## src/exec_pkg.sv

```systemverilog
// Constants, types and helpers shared by the instruction executor and its decoder.
// Assumes a 32-bit classic Wishbone register bus and one 20 MHz clock.
package exec_pkg;

    // ------------------------------------------------------------
    // Register map (byte addresses, one aligned word each)
    // ------------------------------------------------------------
    localparam logic [7:0] INSTR_OFS     = 8'h00;
    localparam logic [7:0] STATUS_OFS    = 8'h04;
    localparam logic [7:0] WORK_OFS      = 8'h08;
    localparam logic [7:0] PC_OFS        = 8'h0C;
    localparam logic [7:0] LATCH_OFS     = 8'h10;
    localparam logic [7:0] WATCHDOG_OFS  = 8'h14;
    localparam logic [7:0] STACK_TOP_OFS = 8'h18;
    localparam logic [7:0] DATA_ADDR_OFS = 8'h1C;
    localparam logic [7:0] DATA_WIN_OFS  = 8'h20;

    // ------------------------------------------------------------
    // Status word field positions and reset values
    // ------------------------------------------------------------
    localparam int STAT_BUSY_POS    = 0;
    localparam int STAT_ZERO_POS    = 1;
    localparam int STAT_TO_POS      = 2;
    localparam int STAT_PD_POS      = 3;
    localparam int STAT_SKIP_POS    = 4;
    localparam int STAT_UNKNOWN_POS = 5;
    localparam int STAT_SP_POS      = 8;
    localparam logic [15:0] PC_RESET    = 16'h0000;
    localparam logic [7:0]  BYTE_RESET  = 8'h00;
    localparam logic [1:0]  LAST_QUARTER = 2'h3;
    localparam logic [3:0]  STACK_DEPTH_M1 = 4'hF;

    // ------------------------------------------------------------
    // Operation classes and executor states
    // ------------------------------------------------------------
    typedef enum logic [3:0] {
        OP_NONE, bit_clear_op, bit_set_op, skip_if_bit_zero_op, skip_if_bit_one_op,
        bit_toggle_op, call_op, clear_location_op, watchdog_clear_op, complement_op,
        skip_if_equal_op, skip_if_greater_op
    } op_e;

    typedef enum logic [2:0] {
        ST_IDLE, ST_DECODE, ST_READ, ST_PROCESS, ST_WRITE, ST_NOP
    } phase_e;

    // One-hot mask for a bit selector, used by several operations.
    function automatic logic [7:0] bit_mask(input logic [2:0] sel);
        bit_mask = 8'h01 << sel;
    endfunction : bit_mask

endpackage : exec_pkg

```

## src/exec_if.sv

```systemverilog
// Carrier between the executor core and its opcode decoder.
// Assumes both ends share one clock; the decoder is purely combinational.
`timescale 1ns/1ps
interface exec_if;
    logic [15:0]       opcode;
    exec_pkg::op_e     op;
    logic [2:0]        bit_sel;
    logic [7:0]        faddr;
    logic              dest_sel;
    logic [12:0]       literal;

    modport decoder (input opcode, output op, bit_sel, faddr, dest_sel, literal);
    modport core    (output opcode, input op, bit_sel, faddr, dest_sel, literal);
endinterface : exec_if

```

## src/opcode_decoder.sv

```systemverilog
// Opcode decoder: sorts a 16-bit instruction word into an operation class and fields.
// Assumes the core presents a stable opcode; outputs are combinational.
`timescale 1ns/1ps
module opcode_decoder (
    exec_if.decoder dec
);
    import exec_pkg::*;

    // ------------------------------------------------------------
    // Field extraction
    // ------------------------------------------------------------
    assign dec.bit_sel  = dec.opcode[10:8];
    assign dec.faddr    = dec.opcode[7:0];
    assign dec.dest_sel = dec.opcode[8];
    assign dec.literal  = dec.opcode[12:0];

    // Pattern match on the upper opcode bits (the whole word for watchdog-clear); anything else is unknown.
    always_comb begin
        casez (dec.opcode)
            16'b1000_1???_????_????: dec.op = bit_clear_op;
            16'b1000_0???_????_????: dec.op = bit_set_op;
            16'b1001_1???_????_????: dec.op = skip_if_bit_zero_op;
            16'b1001_0???_????_????: dec.op = skip_if_bit_one_op;
            16'b0011_1???_????_????: dec.op = bit_toggle_op;
            16'b111?_????_????_????: dec.op = call_op;
            16'b0010_100?_????_????: dec.op = clear_location_op;
            16'b0000_0000_0000_0100: dec.op = watchdog_clear_op;
            16'b0001_001?_????_????: dec.op = complement_op;
            16'b0011_0001_????_????: dec.op = skip_if_equal_op;
            16'b0011_0010_????_????: dec.op = skip_if_greater_op;
            default:                 dec.op = OP_NONE;
        endcase
    end

endmodule : opcode_decoder

```

## src/bit_ops_call_compare_exec.sv

```systemverilog
// Executor for bit, call, clear, watchdog, complement and compare-skip instructions.
// Assumes a classic Wishbone master on clk_i and a synchronous active-high reset.
`timescale 1ns/1ps
// Behaviour
// - Bit-clear clears the selected bit of the addressed location in one cycle, no flags.
// - Bit-set sets the selected bit of the addressed location in one cycle, no flags.
// - Skip-if-bit-zero skips the next instruction when the selected bit reads zero.
// - Skip-if-bit-one skips the next instruction when the selected bit reads one.
// - A taken skip runs an idle cycle and then steps the PC one further, past the next instruction.
// - Bit-toggle inverts the selected bit only, with no flag change, in one cycle.
// - A short call pushes the next address, loads the 13-bit literal into the low PC bits, 2 cycles.
// - A short call loads literal bits 12..8 and PC bits 15..13 into the latch-high register.
// - Clear-location zeroes the location, and also the working register when s is 0.
// - Watchdog-clear zeroes the counter and postscaler and sets time-out and power-down flags.
// - Complement inverts the location into the working register or back, updating zero.
// - Skip-if-equal skips when location equals the working register, no flags.
// - Skip-if-greater skips when location is above the working register unsigned, no flags.
// - A taken skip-if-greater also costs an idle cycle, two cycles in all.
module bit_ops_call_compare_exec (
    input  wire logic        clk_i,
    input  wire logic        rst_i,
    input  wire logic        wb_cyc_i,
    input  wire logic        wb_stb_i,
    input  wire logic        wb_we_i,
    input  wire logic [7:0]  wb_adr_i,
    input  wire logic [3:0]  wb_sel_i,
    input  wire logic [31:0] wb_dat_i,
    output logic      [31:0] wb_dat_o,
    output logic             wb_ack_o,
    output logic             busy_o
);
    import exec_pkg::*;

    // ------------------------------------------------------------
    // State and storage
    // ------------------------------------------------------------
    typedef struct packed {
        phase_e      st;
        logic [1:0]  q;
        logic [15:0] opcode;
        op_e         op;
        logic [7:0]  operand;
        logic        skip;
        logic        unknown;
        logic [7:0]  working_register;
        logic [15:0] pc;
        logic [7:0]  program_counter_latch_high;
        logic [3:0]  sp;
        logic        zero;
        logic        time_out_flag;
        logic        power_down_flag;
        logic [7:0]  watchdog_counter;
        logic [7:0]  watchdog_post;
        logic [7:0]  data_addr;
        logic        ack;
        logic [31:0] rdata;
    } state_s;

    state_s      s_reg;
    state_s      s_next;
    logic [7:0]  data_mem [256];
    logic [15:0] stack_mem [16];
    logic        mem_we;
    logic [7:0]  mem_wa;
    logic [7:0]  mem_wd;
    logic        push_we;
    logic [15:0] stack_top;
    logic [7:0]  mask;
    logic        bus_take;
    logic        bus_write;
    exec_if      dif ();

    opcode_decoder u_decoder (
        .dec (dif.decoder)
    );

    assign dif.opcode = s_reg.opcode;
    assign mask       = bit_mask(dif.bit_sel);
    assign stack_top  = stack_mem[s_reg.sp - 4'h1];
    assign bus_take   = wb_cyc_i && wb_stb_i && !s_reg.ack;
    assign bus_write  = wb_cyc_i && wb_stb_i && s_reg.ack && wb_we_i && wb_sel_i[0];

    // ------------------------------------------------------------
    // Data write port: quarter four of an operation, else an idle bus write.
    // ------------------------------------------------------------
    always_comb begin
        mem_we = 1'b0;
        mem_wa = dif.faddr;
        mem_wd = s_reg.operand;
        if (s_reg.st == ST_WRITE) begin
            unique case (s_reg.op)
                bit_clear_op: begin
                    mem_we = 1'b1;
                    mem_wd = s_reg.operand & ~mask;
                end
                bit_set_op: begin
                    mem_we = 1'b1;
                    mem_wd = s_reg.operand | mask;
                end
                bit_toggle_op: begin
                    mem_we = 1'b1;
                    mem_wd = s_reg.operand ^ mask;
                end
                clear_location_op: begin
                    mem_we = 1'b1;
                    mem_wd = BYTE_RESET;
                end
                complement_op: begin
                    mem_we = dif.dest_sel;
                    mem_wd = ~s_reg.operand;
                end
                default: mem_we = 1'b0;
            endcase
        end else if (s_reg.st == ST_IDLE && bus_write && wb_adr_i == DATA_WIN_OFS) begin
            mem_we = 1'b1;
            mem_wa = s_reg.data_addr;
            mem_wd = wb_dat_i[7:0];
        end
    end

    // The return address goes on the stack in the read quarter of a call.
    assign push_we = (s_reg.st == ST_READ) && (s_reg.op == call_op);

    // Memory arrays for the data locations and the hardware stack.
    always_ff @(posedge clk_i) begin
        if (mem_we) begin
            data_mem[mem_wa] <= mem_wd;
        end
        if (push_we) begin
            stack_mem[s_reg.sp] <= s_reg.pc + 16'h0001;
        end
    end

    // ------------------------------------------------------------
    // Next-state logic: quarter sequencing and register bus.
    // ------------------------------------------------------------
    always_comb begin
        s_next     = s_reg;
        s_next.ack = bus_take;
        unique case (s_reg.st)
            ST_IDLE: begin
                if (bus_write && wb_adr_i == INSTR_OFS) begin
                    s_next.opcode = wb_dat_i[15:0];
                    s_next.st     = ST_DECODE;
                end
            end
            ST_DECODE: begin
                s_next.op      = dif.op;
                s_next.unknown = (dif.op == OP_NONE);
                s_next.skip    = 1'b0;
                s_next.st      = ST_READ;
            end
            ST_READ: begin
                s_next.operand = data_mem[dif.faddr];
                s_next.st      = ST_PROCESS;
            end
            ST_PROCESS: begin
                unique case (s_reg.op)
                    skip_if_bit_zero_op: s_next.skip = (s_reg.operand & mask) == 8'h00;
                    skip_if_bit_one_op:  s_next.skip = (s_reg.operand & mask) != 8'h00;
                    skip_if_equal_op:    s_next.skip = s_reg.operand == s_reg.working_register;
                    skip_if_greater_op:  s_next.skip = s_reg.operand > s_reg.working_register;
                    default:             s_next.skip = 1'b0;
                endcase
                s_next.st = ST_WRITE;
            end
            ST_WRITE: begin
                s_next.st = ST_IDLE;
                s_next.pc = s_reg.pc + 16'h0001;
                unique case (s_reg.op)
                    call_op: begin
                        s_next.pc = {s_reg.pc[15:13], dif.literal};
                        s_next.program_counter_latch_high =
                            {s_reg.pc[15:13], dif.literal[12:8]};
                        s_next.sp = s_reg.sp + 4'h1;
                    end
                    clear_location_op: begin
                        if (!dif.dest_sel) begin
                            s_next.working_register = BYTE_RESET;
                        end
                    end
                    watchdog_clear_op: begin
                        s_next.watchdog_counter = BYTE_RESET;
                        s_next.watchdog_post    = BYTE_RESET;
                        s_next.time_out_flag    = 1'b1;
                        s_next.power_down_flag  = 1'b1;
                    end
                    complement_op: begin
                        s_next.zero = (~s_reg.operand) == 8'h00;
                        if (!dif.dest_sel) begin
                            s_next.working_register = ~s_reg.operand;
                        end
                    end
                    default: s_next.pc = s_reg.pc + 16'h0001;
                endcase
                if (s_reg.op != watchdog_clear_op) begin
                    {s_next.watchdog_post, s_next.watchdog_counter} =
                        {s_reg.watchdog_post, s_reg.watchdog_counter} + 16'h0001;
                    if (&{s_reg.watchdog_post, s_reg.watchdog_counter}) begin
                        s_next.time_out_flag = 1'b0;
                    end
                end
                if (s_reg.op == call_op || s_reg.skip) begin
                    s_next.st = ST_NOP;
                    s_next.q  = 2'h0;
                end
            end
            ST_NOP: begin
                s_next.q = s_reg.q + 2'h1;
                if (s_reg.q == LAST_QUARTER) begin
                    s_next.st = ST_IDLE;
                    if (s_reg.skip) begin
                        s_next.pc = s_reg.pc + 16'h0001;
                    end
                end
            end
            default: s_next.st = ST_IDLE;
        endcase
        // Bus writes to core registers are taken only while idle.
        if (s_reg.st == ST_IDLE && bus_write) begin
            unique case (wb_adr_i)
                WORK_OFS:      s_next.working_register = wb_dat_i[7:0];
                PC_OFS:        s_next.pc = wb_dat_i[15:0];
                LATCH_OFS:     s_next.program_counter_latch_high = wb_dat_i[7:0];
                DATA_ADDR_OFS: s_next.data_addr = wb_dat_i[7:0];
                default:       s_next.data_addr = s_reg.data_addr;
            endcase
        end
        // Read data is prepared in the cycle a request is taken.
        if (bus_take) begin
            unique case (wb_adr_i)
                INSTR_OFS:     s_next.rdata = {16'h0000, s_reg.opcode};
                STATUS_OFS:    s_next.rdata = {20'h00000, s_reg.sp, 2'h0, s_reg.unknown,
                                               s_reg.skip, s_reg.power_down_flag,
                                               s_reg.time_out_flag, s_reg.zero,
                                               s_reg.st != ST_IDLE};
                WORK_OFS:      s_next.rdata = {24'h000000, s_reg.working_register};
                PC_OFS:        s_next.rdata = {16'h0000, s_reg.pc};
                LATCH_OFS:     s_next.rdata = {24'h000000, s_reg.program_counter_latch_high};
                WATCHDOG_OFS:  s_next.rdata = {16'h0000, s_reg.watchdog_post,
                                               s_reg.watchdog_counter};
                STACK_TOP_OFS: s_next.rdata = {16'h0000, stack_top};
                DATA_ADDR_OFS: s_next.rdata = {24'h000000, s_reg.data_addr};
                DATA_WIN_OFS:  s_next.rdata = {24'h000000, data_mem[s_reg.data_addr]};
                default:       s_next.rdata = 32'h00000000;
            endcase
        end
    end

    // State register with synchronous reset.
    always_ff @(posedge clk_i) begin
        if (rst_i) begin
            s_reg                 <= '0;
            s_reg.st              <= ST_IDLE;
            s_reg.op              <= OP_NONE;
            s_reg.pc              <= PC_RESET;
            s_reg.time_out_flag   <= 1'b1;
            s_reg.power_down_flag <= 1'b1;
        end else begin
            s_reg <= s_next;
        end
    end

    // ------------------------------------------------------------
    // Outputs
    // ------------------------------------------------------------
    assign wb_ack_o = s_reg.ack;
    assign wb_dat_o = s_reg.rdata;
    assign busy_o   = s_reg.st != ST_IDLE;
endmodule : bit_ops_call_compare_exec

```

## config.mk

```make
export PLATFORM = sky130hd
export DESIGN_NAME = bit_ops_call_compare_exec
export DESIGN_NICKNAME = d
export VERILOG_FILES = /design/src/exec_pkg.sv /design/src/exec_if.sv /design/src/opcode_decoder.sv /design/src/bit_ops_call_compare_exec.sv
export SDC_FILE = /design/constraint.sdc
export NUM_CORES = 2
export LEC_CHECK = 0
export BUFFER_PORTS_ARGS = -buffer_cell sky130_fd_sc_hd__buf_2
export CORE_ASPECT_RATIO = 1.2
export CORE_MARGIN = 2
export CORE_UTILIZATION = 30
export DETAILED_ROUTE_END_ITERATION = 10
export SYNTH_ARGS = -nofsm -noshare
export SYNTH_HDL_FRONTEND = slang
export SYNTH_SLANG_ARGS = --single-unit
```

## constraint.sdc

```tcl
create_clock -name clk_i -period 18.65 [get_ports clk_i]
set_input_delay 3.73 -clock clk_i [delete_from_list [all_inputs] [get_ports clk_i]]
set_output_delay 3.73 -clock clk_i [all_outputs]
set_load 0.005 [all_outputs]
```

After elaboration in Yosys (flattened, before gate mapping)

Memory sizes are Yosys's and may differ from the RTL's. A register that Yosys moved wholly into a read port is not among the register bits.
Index checks and enable logic that the tools add are counted.

$add $sub $neg: 5
Order comparisons: 1
Eq/ne operators: 41
Shift operators: 1
Mux-type cells: 42
Bitwise logic cells: 6
Reduce and logical (&&, ||, !) cells: 30

Operators by type and width:

| operator                                                          | count |
|---|---|
| 16-bit one-hot mux with 9 select lines                            | 1 |
| 8-bit two-way mux                                                 | 11 |
| 16-bit two-way mux                                                | 5 |
| 4-bit one-hot mux with 11 select lines                            | 1 |
| 8-bit one-hot mux with 5 select lines                             | 1 |
| 16-bit by 1-bit adder with 16-bit output (second input constant)  | 2 |
| 8-bit by 5-bit == test with 1-bit output (second input constant)  | 4 |
| 32-bit two-way mux                                                | 1 |
| 16-bit one-hot mux with 2 select lines                            | 1 |
| 31-bit two-way mux                                                | 1 |
| 8-bit by 6-bit == test with 1-bit output (second input constant)  | 3 |
| 8-bit zero test                                                   | 3 |
| 5-bit == test (second input constant)                             | 4 |
| 18-bit two-way mux                                                | 1 |
| 3-bit one-hot mux with 6 select lines                             | 1 |
| 8-bit bitwise AND                                                 | 2 |
| 16-bit by 3-bit == test with 1-bit output (second input constant) | 1 |
| 4-bit by 3-bit == test with 1-bit output (second input constant)  | 4 |
| 4-bit == test (second input constant)                             | 4 |
| 8-bit by 4-bit == test with 1-bit output (second input constant)  | 2 |
| 8-bit NOT                                                         | 2 |
| 8-bit one-hot mux with 2 select lines                             | 1 |
| 16-bit AND reduction                                              | 1 |
| 2-bit AND reduction                                               | 7 |
| other kinds (37)                                                  | 62 |

Flip-flop bits (word level): 122
RAM bits: 2304
Input port bits: 49
Output and inout port bits: 34
Word-level logic and storage cells: 145
Memories kept: 2

Memory list:

| memory    | words | bits a word | read ports | clocked after memory_dff | write ports | line                            | RTL |
|---|---|---|---|---|---|---|---|
| data_mem  | 256   | 8           | 2          | 2                        | 1           | bit_ops_call_compare_exec.sv:61 | `logic [7:0] data_mem [256];` |
| stack_mem | 16    | 16          | 1          | 0                        | 1           | bit_ops_call_compare_exec.sv:62 | `logic [15:0] stack_mem [16];` |

Logic depth before layout (Yosys ltp)

Depth in word-level cells: 10
Gate-level depth with buffers: 14

Cells and area by module

A second synthesis with hierarchy kept.

Cells, all modules: 6344
Area, all modules: 113017.1 sq um

Modules (own cells, without submodules):

| module                    | instances | cells an instance | area each (sq um) |
|---|---|---|---|
| bit_ops_call_compare_exec | 1         | 6286              | 112585.5 |
| opcode_decoder            | 1         | 58                | 431.7 |

Least setup slack after synthesis

No wires, ideal clock.

Path type: in2reg
Start point: in wb_adr_i[0]
End point: mem data_mem[0][7] (data pin)
Library setup time: 1.700 ns
Arrival time: 12.357 ns
Data required time: 16.950 ns
Path slack: 4.593 ns
Stages on the path: 8
Buffers on the path: 3
Cell sequence: nor4_1 -> and4b_1 -> buf_2 -> nand2_1 -> clkbuf_1 -> clkbuf_1 -> nand2_1 -> a32oi_1

Cells in the longest elaborated chain, start to end: 4

RTL lines:

| what                                     | line                             | RTL |
|---|---|---|
| start, declared                          | bit_ops_call_compare_exec.sv:25  | `input wire logic [7:0] wb_adr_i,` |
| 8-bit by 6-bit == test with 1-bit output | bit_ops_call_compare_exec.sv:114 | `end else if (s_reg.st == ST_IDLE && bus_write && wb_adr_i == DATA_WIN_OFS) begin` |
| 1-bit logical AND                        | bit_ops_call_compare_exec.sv:114 |  |
| 8-bit two-way mux                        | bit_ops_call_compare_exec.sv:114 |  |
| 8-bit two-way mux                        | bit_ops_call_compare_exec.sv:90  | `if (s_reg.st == ST_WRITE) begin` |
| via mem_wd[7]                            | bit_ops_call_compare_exec.sv:65  | `logic [7:0] mem_wd;` |
| end, declared                            | bit_ops_call_compare_exec.sv:61  |  |

The timed path passes the listed nets, and every way through them passes these cells.

Worst setup path in the final report

Start point: in wb_adr_i[1]
End point: mem data_mem[30][6] (enable)

Cells in the longest elaborated chain, start to end: 6
Elaborated cells on any way between the ends: 8

RTL lines:

| what                                       | line                             | RTL |
|---|---|---|
| 8-bit by 6-bit == test with 1-bit output * | bit_ops_call_compare_exec.sv:114 |  |
| 1-bit logical AND *                        | bit_ops_call_compare_exec.sv:114 |  |
| 1-bit two-way mux                          | bit_ops_call_compare_exec.sv:114 |  |
| 1-bit two-way mux                          | bit_ops_call_compare_exec.sv:90  |  |
| 1-bit two-way mux                          | bit_ops_call_compare_exec.sv:126 | `if (mem_we) begin` |
| 1-bit two-way mux (not written as such)    | bit_ops_call_compare_exec.sv:127 | `data_mem[mem_wa] <= mem_wd;` |

Mark *: on every way between the ends. The rest lies on a longest branch, timed or not.

==> run_results.csv <==
group,metric,value,unit
timing,tightest_slew,1520,ps
synth,avgSynthCellArea,18.3,µm²
floorplan,die_x,564,µm
worst_setup_path,cp-startpoint,"wb_adr_i[1]",
layout,multi_input_area,38600,µm²
drt,totalWireLength,388000,µm
min_path,min_from,"s_reg[127]",
worst_setup_path,cp.buffers_inverters,2,
pwr,power_leakage,36.1,nW
floorplan,ios,83,
placed_design,hpwl,255000,µm
synth,synth.distinct_cells,74,
clock_network,clk_latency,950,ps
drt,ant_nets,0,
worst_setup_path,arrival,8800,ps
outcome,status,"complete, but fails checks",
synth,synth_cells,6180,
drt,dr_total_vias,66620,
global_routing,antenna_found_initial,8,
timing,tns,0,ps
floorplan,die_h,676,µm
clock_network,post_cts_resize_count,0,
clock_network,post-cts-setup-buffers,0,
run,maxCapViolCount,3,
synth,synthArstFlopShare,0,%
layout,final_core_util,33.6,%
synth,syn_area,113000,µm²
worst_setup_path,cpMaxStageDelayCell,"nand2_1",
clock_network,clk_pin_slew,60,ps
timing,grt_setup_unrepaired,"false",
timing,slew_headroom,-1.82,%
worst_setup_path,critical-path-top-delay-family,"simple AND/OR/NAND/NOR gates",
drt,firstDrtPassIters,8,
min_path,hold_class,"reg2reg",
clock_network,cts-root-buf,"clkbuf_16",
synth,ys_warn_count,0,
layout,largest_reg_flops,2048,
floorplan,placementRows,246,
floorplan,start_util,30.2,%
synth,synth-main-ff-cell,"edfxtp_1",
global_routing,overflow,0,
floorplan,core-area,374000,µm²
layout,layout.area.seq,71700,µm²
pwr,p_per_area,84.6,nW/µm²
clock_network,cts.sinks,2426,
outcome,violations,"capacitance limit, slew limit",
global_routing,grt_max_degree,224,
drt,drtIter0Drc,9744,
worst_setup_path,crit_required,19170,ps
worst_setup_path,critPathMaxStageDelay,1020,ps
timing,clock.fmax,0.121,GHz
clock_network,cts_made_buffers,226,
layout,drive_above_1_share,28.5,%
clock_network,cts_buffer_depth,4,
timing,period_share,44.4,%
pwr,ir_drop,0.0844,mV
worst_setup_path,crit_type,"in2reg",
clock_network,cts_hold_buf,0,
layout,n_fill_cell,35364,
worst_setup_path,worstReg2RegStart,"dif.opcode[0]",
synth,ys_ff_latch,2426,
synth,ys_seq_area_share,63.5,%
floorplan,die_area,381000,µm²
placed_design,dp.cells,10883,
layout,area_growth,11.5,%
drt,post_drt_wl_per_cell,34.3,µm
worst_setup_path,end_kind,"flip-flop",
layout,stdcell_count,11310,
clock_network,cts_tree,"built",
timing,finalSetupViolations,0,
worst_setup_path,cp-start-kind,"primary input",
timing,slew_viol_final,2,
timing,final.min_clock_period,8280,ps
synth,synth_edf_count,2304,
worst_setup_path,cp_max_fo,23,
drt,drc,0,
worst_setup_path,cp_cell_sequence,"buf_2 > nor4_1 > and4b_1 > and2_1 > nand3_1 > o21ai_0 > nand2_1 > buf_4 > nor2_1",
timing,skew,109,ps
pwr,p_total,0.0107,W
placed_design,routabilityCongestion,0.971,
drt,vias_per_cell,5.89,
global_routing,grt_pass1_wl,537000,µm
layout,fin_nets,6241,
timing,hold_violations,0,
clock_network,htreeDepth,4,
global_routing,grt_pass1_vias,66957,
placed_design,portBuffers,47,
global_routing,grt_usage,19.9,%
where the power goes:
group / internal, W / leakage [nW] / total (W) / switching [W]
combinational: 0.00000356 / 10.7 / 0.0000176 / 0.0000140
sequential: 0.00586 / 21.8 / 0.00586 / 0.0000000732
clock: 0.00266 / 3.56 / 0.00477 / 0.00211
per-layer routing:
metal | track usage, % | share of wire, %
met5 | 0.303 | 0.040
met4 | 14.6 | 8.7
met3 | 4.50 | 10
met2 | 32.1 | 47
met1 | 23.4 | 34
placed cells by master (no fill, tap or decap), types with 47 or more instances in the layout:
master	n
edfxtp_1	2304
mux4_2	1122
nor2_1	425
nand2_1	238
clkbuf_16	227
buf_4	184
a21oi_1	178
mux2i_1	156
a22oi_1	146
dfxtp_1	109
a211oi_1	67
nand3_1	66
o22ai_1	61
o21ai_0	53
nor3_1	50
a221oi_1	48
buf_2	47
Yosys cell counts (21+ instances only):
library cell  instances  area [µm²]
inv_1                33         124
buf_6                44         495
nor3_1               54         270
nand3_1              66         330
a31oi_1              34         213
clkbuf_1            179         672
dfxtp_1             122        2440
o22ai_1              61         382
a211oi_1             67         503
and2_1               22         138
o211ai_1             33         248
buf_1                40         150
nand2b_1             37         231
ha_1                 40         500
xor2_1               24         210
a22o_1               46         403
nor4_1               21         131
edfxtp_1           2304       69200
a221oi_1             48         420
mux4_2             1122       25300
buf_4               119         893
o21ai_0              53         265
a21oi_1             178         891
nor2b_1              43         269
nand2_1             240         901
buf_2               138         691
mux2_2               38         428
a222oi_1             21         210
mux2i_1             156        1560
nor2_1              434        1630
a22oi_1             146        1100
stage by stage:
step	hold WS (ps)	worst slack, ps	instance area (µm²)
finish	484	10370	126000
global route	522	10380	126000
CTS	477	10730	126000
detailed placement	466	9810	119000
global placement	478	9810	119000
floorplan	429	4590	113000
final timing paths:
| kind | endpoint | slack (ps) | cells after the start |
|---|---|---|---|
| worst max-delay path | data_mem[30][6] | 10370 | 9 |
| worst min-delay path | s_reg[127] | 480 | 2 |
| worst max register to register | s_reg[99] | 12390 | 11 |
| worst min register to register | s_reg[127] | 480 | 2 |
cell families (layout without fill, tap and decap cells):
logic type      count (synthesis)  in the layout  synth area share, %
mux                          1316           1316                 24.1
fa+ha+maj                      40             40                0.443
other cells                     1             34              0.00332
buf+inv                       553            690                 2.68
compound gates                801            801                 4.98
simple gates                 1005           1005                 4.00
flops                        2426           2426                 63.5
xor+xnor                       38             38                0.295
final cells by class:
type / count / area share, %
clock inverter: 140 / 1.19
antenna: 18 / 0.0358
timing repair buffer: 249 / 1.58
tap: 4960 / 4.93
multi-input combinational: 3216 / 30.6
inverter: 33 / 0.0984
sequential: 2426 / 56.9
clock buffer: 268 / 4.63
tightest hold or removal path: stages, from the launching register on:
cell	delay, ps
dfxtp_1	310
nand3_1	60
a21oi_1	60
(Power assumes the default switching activity.)
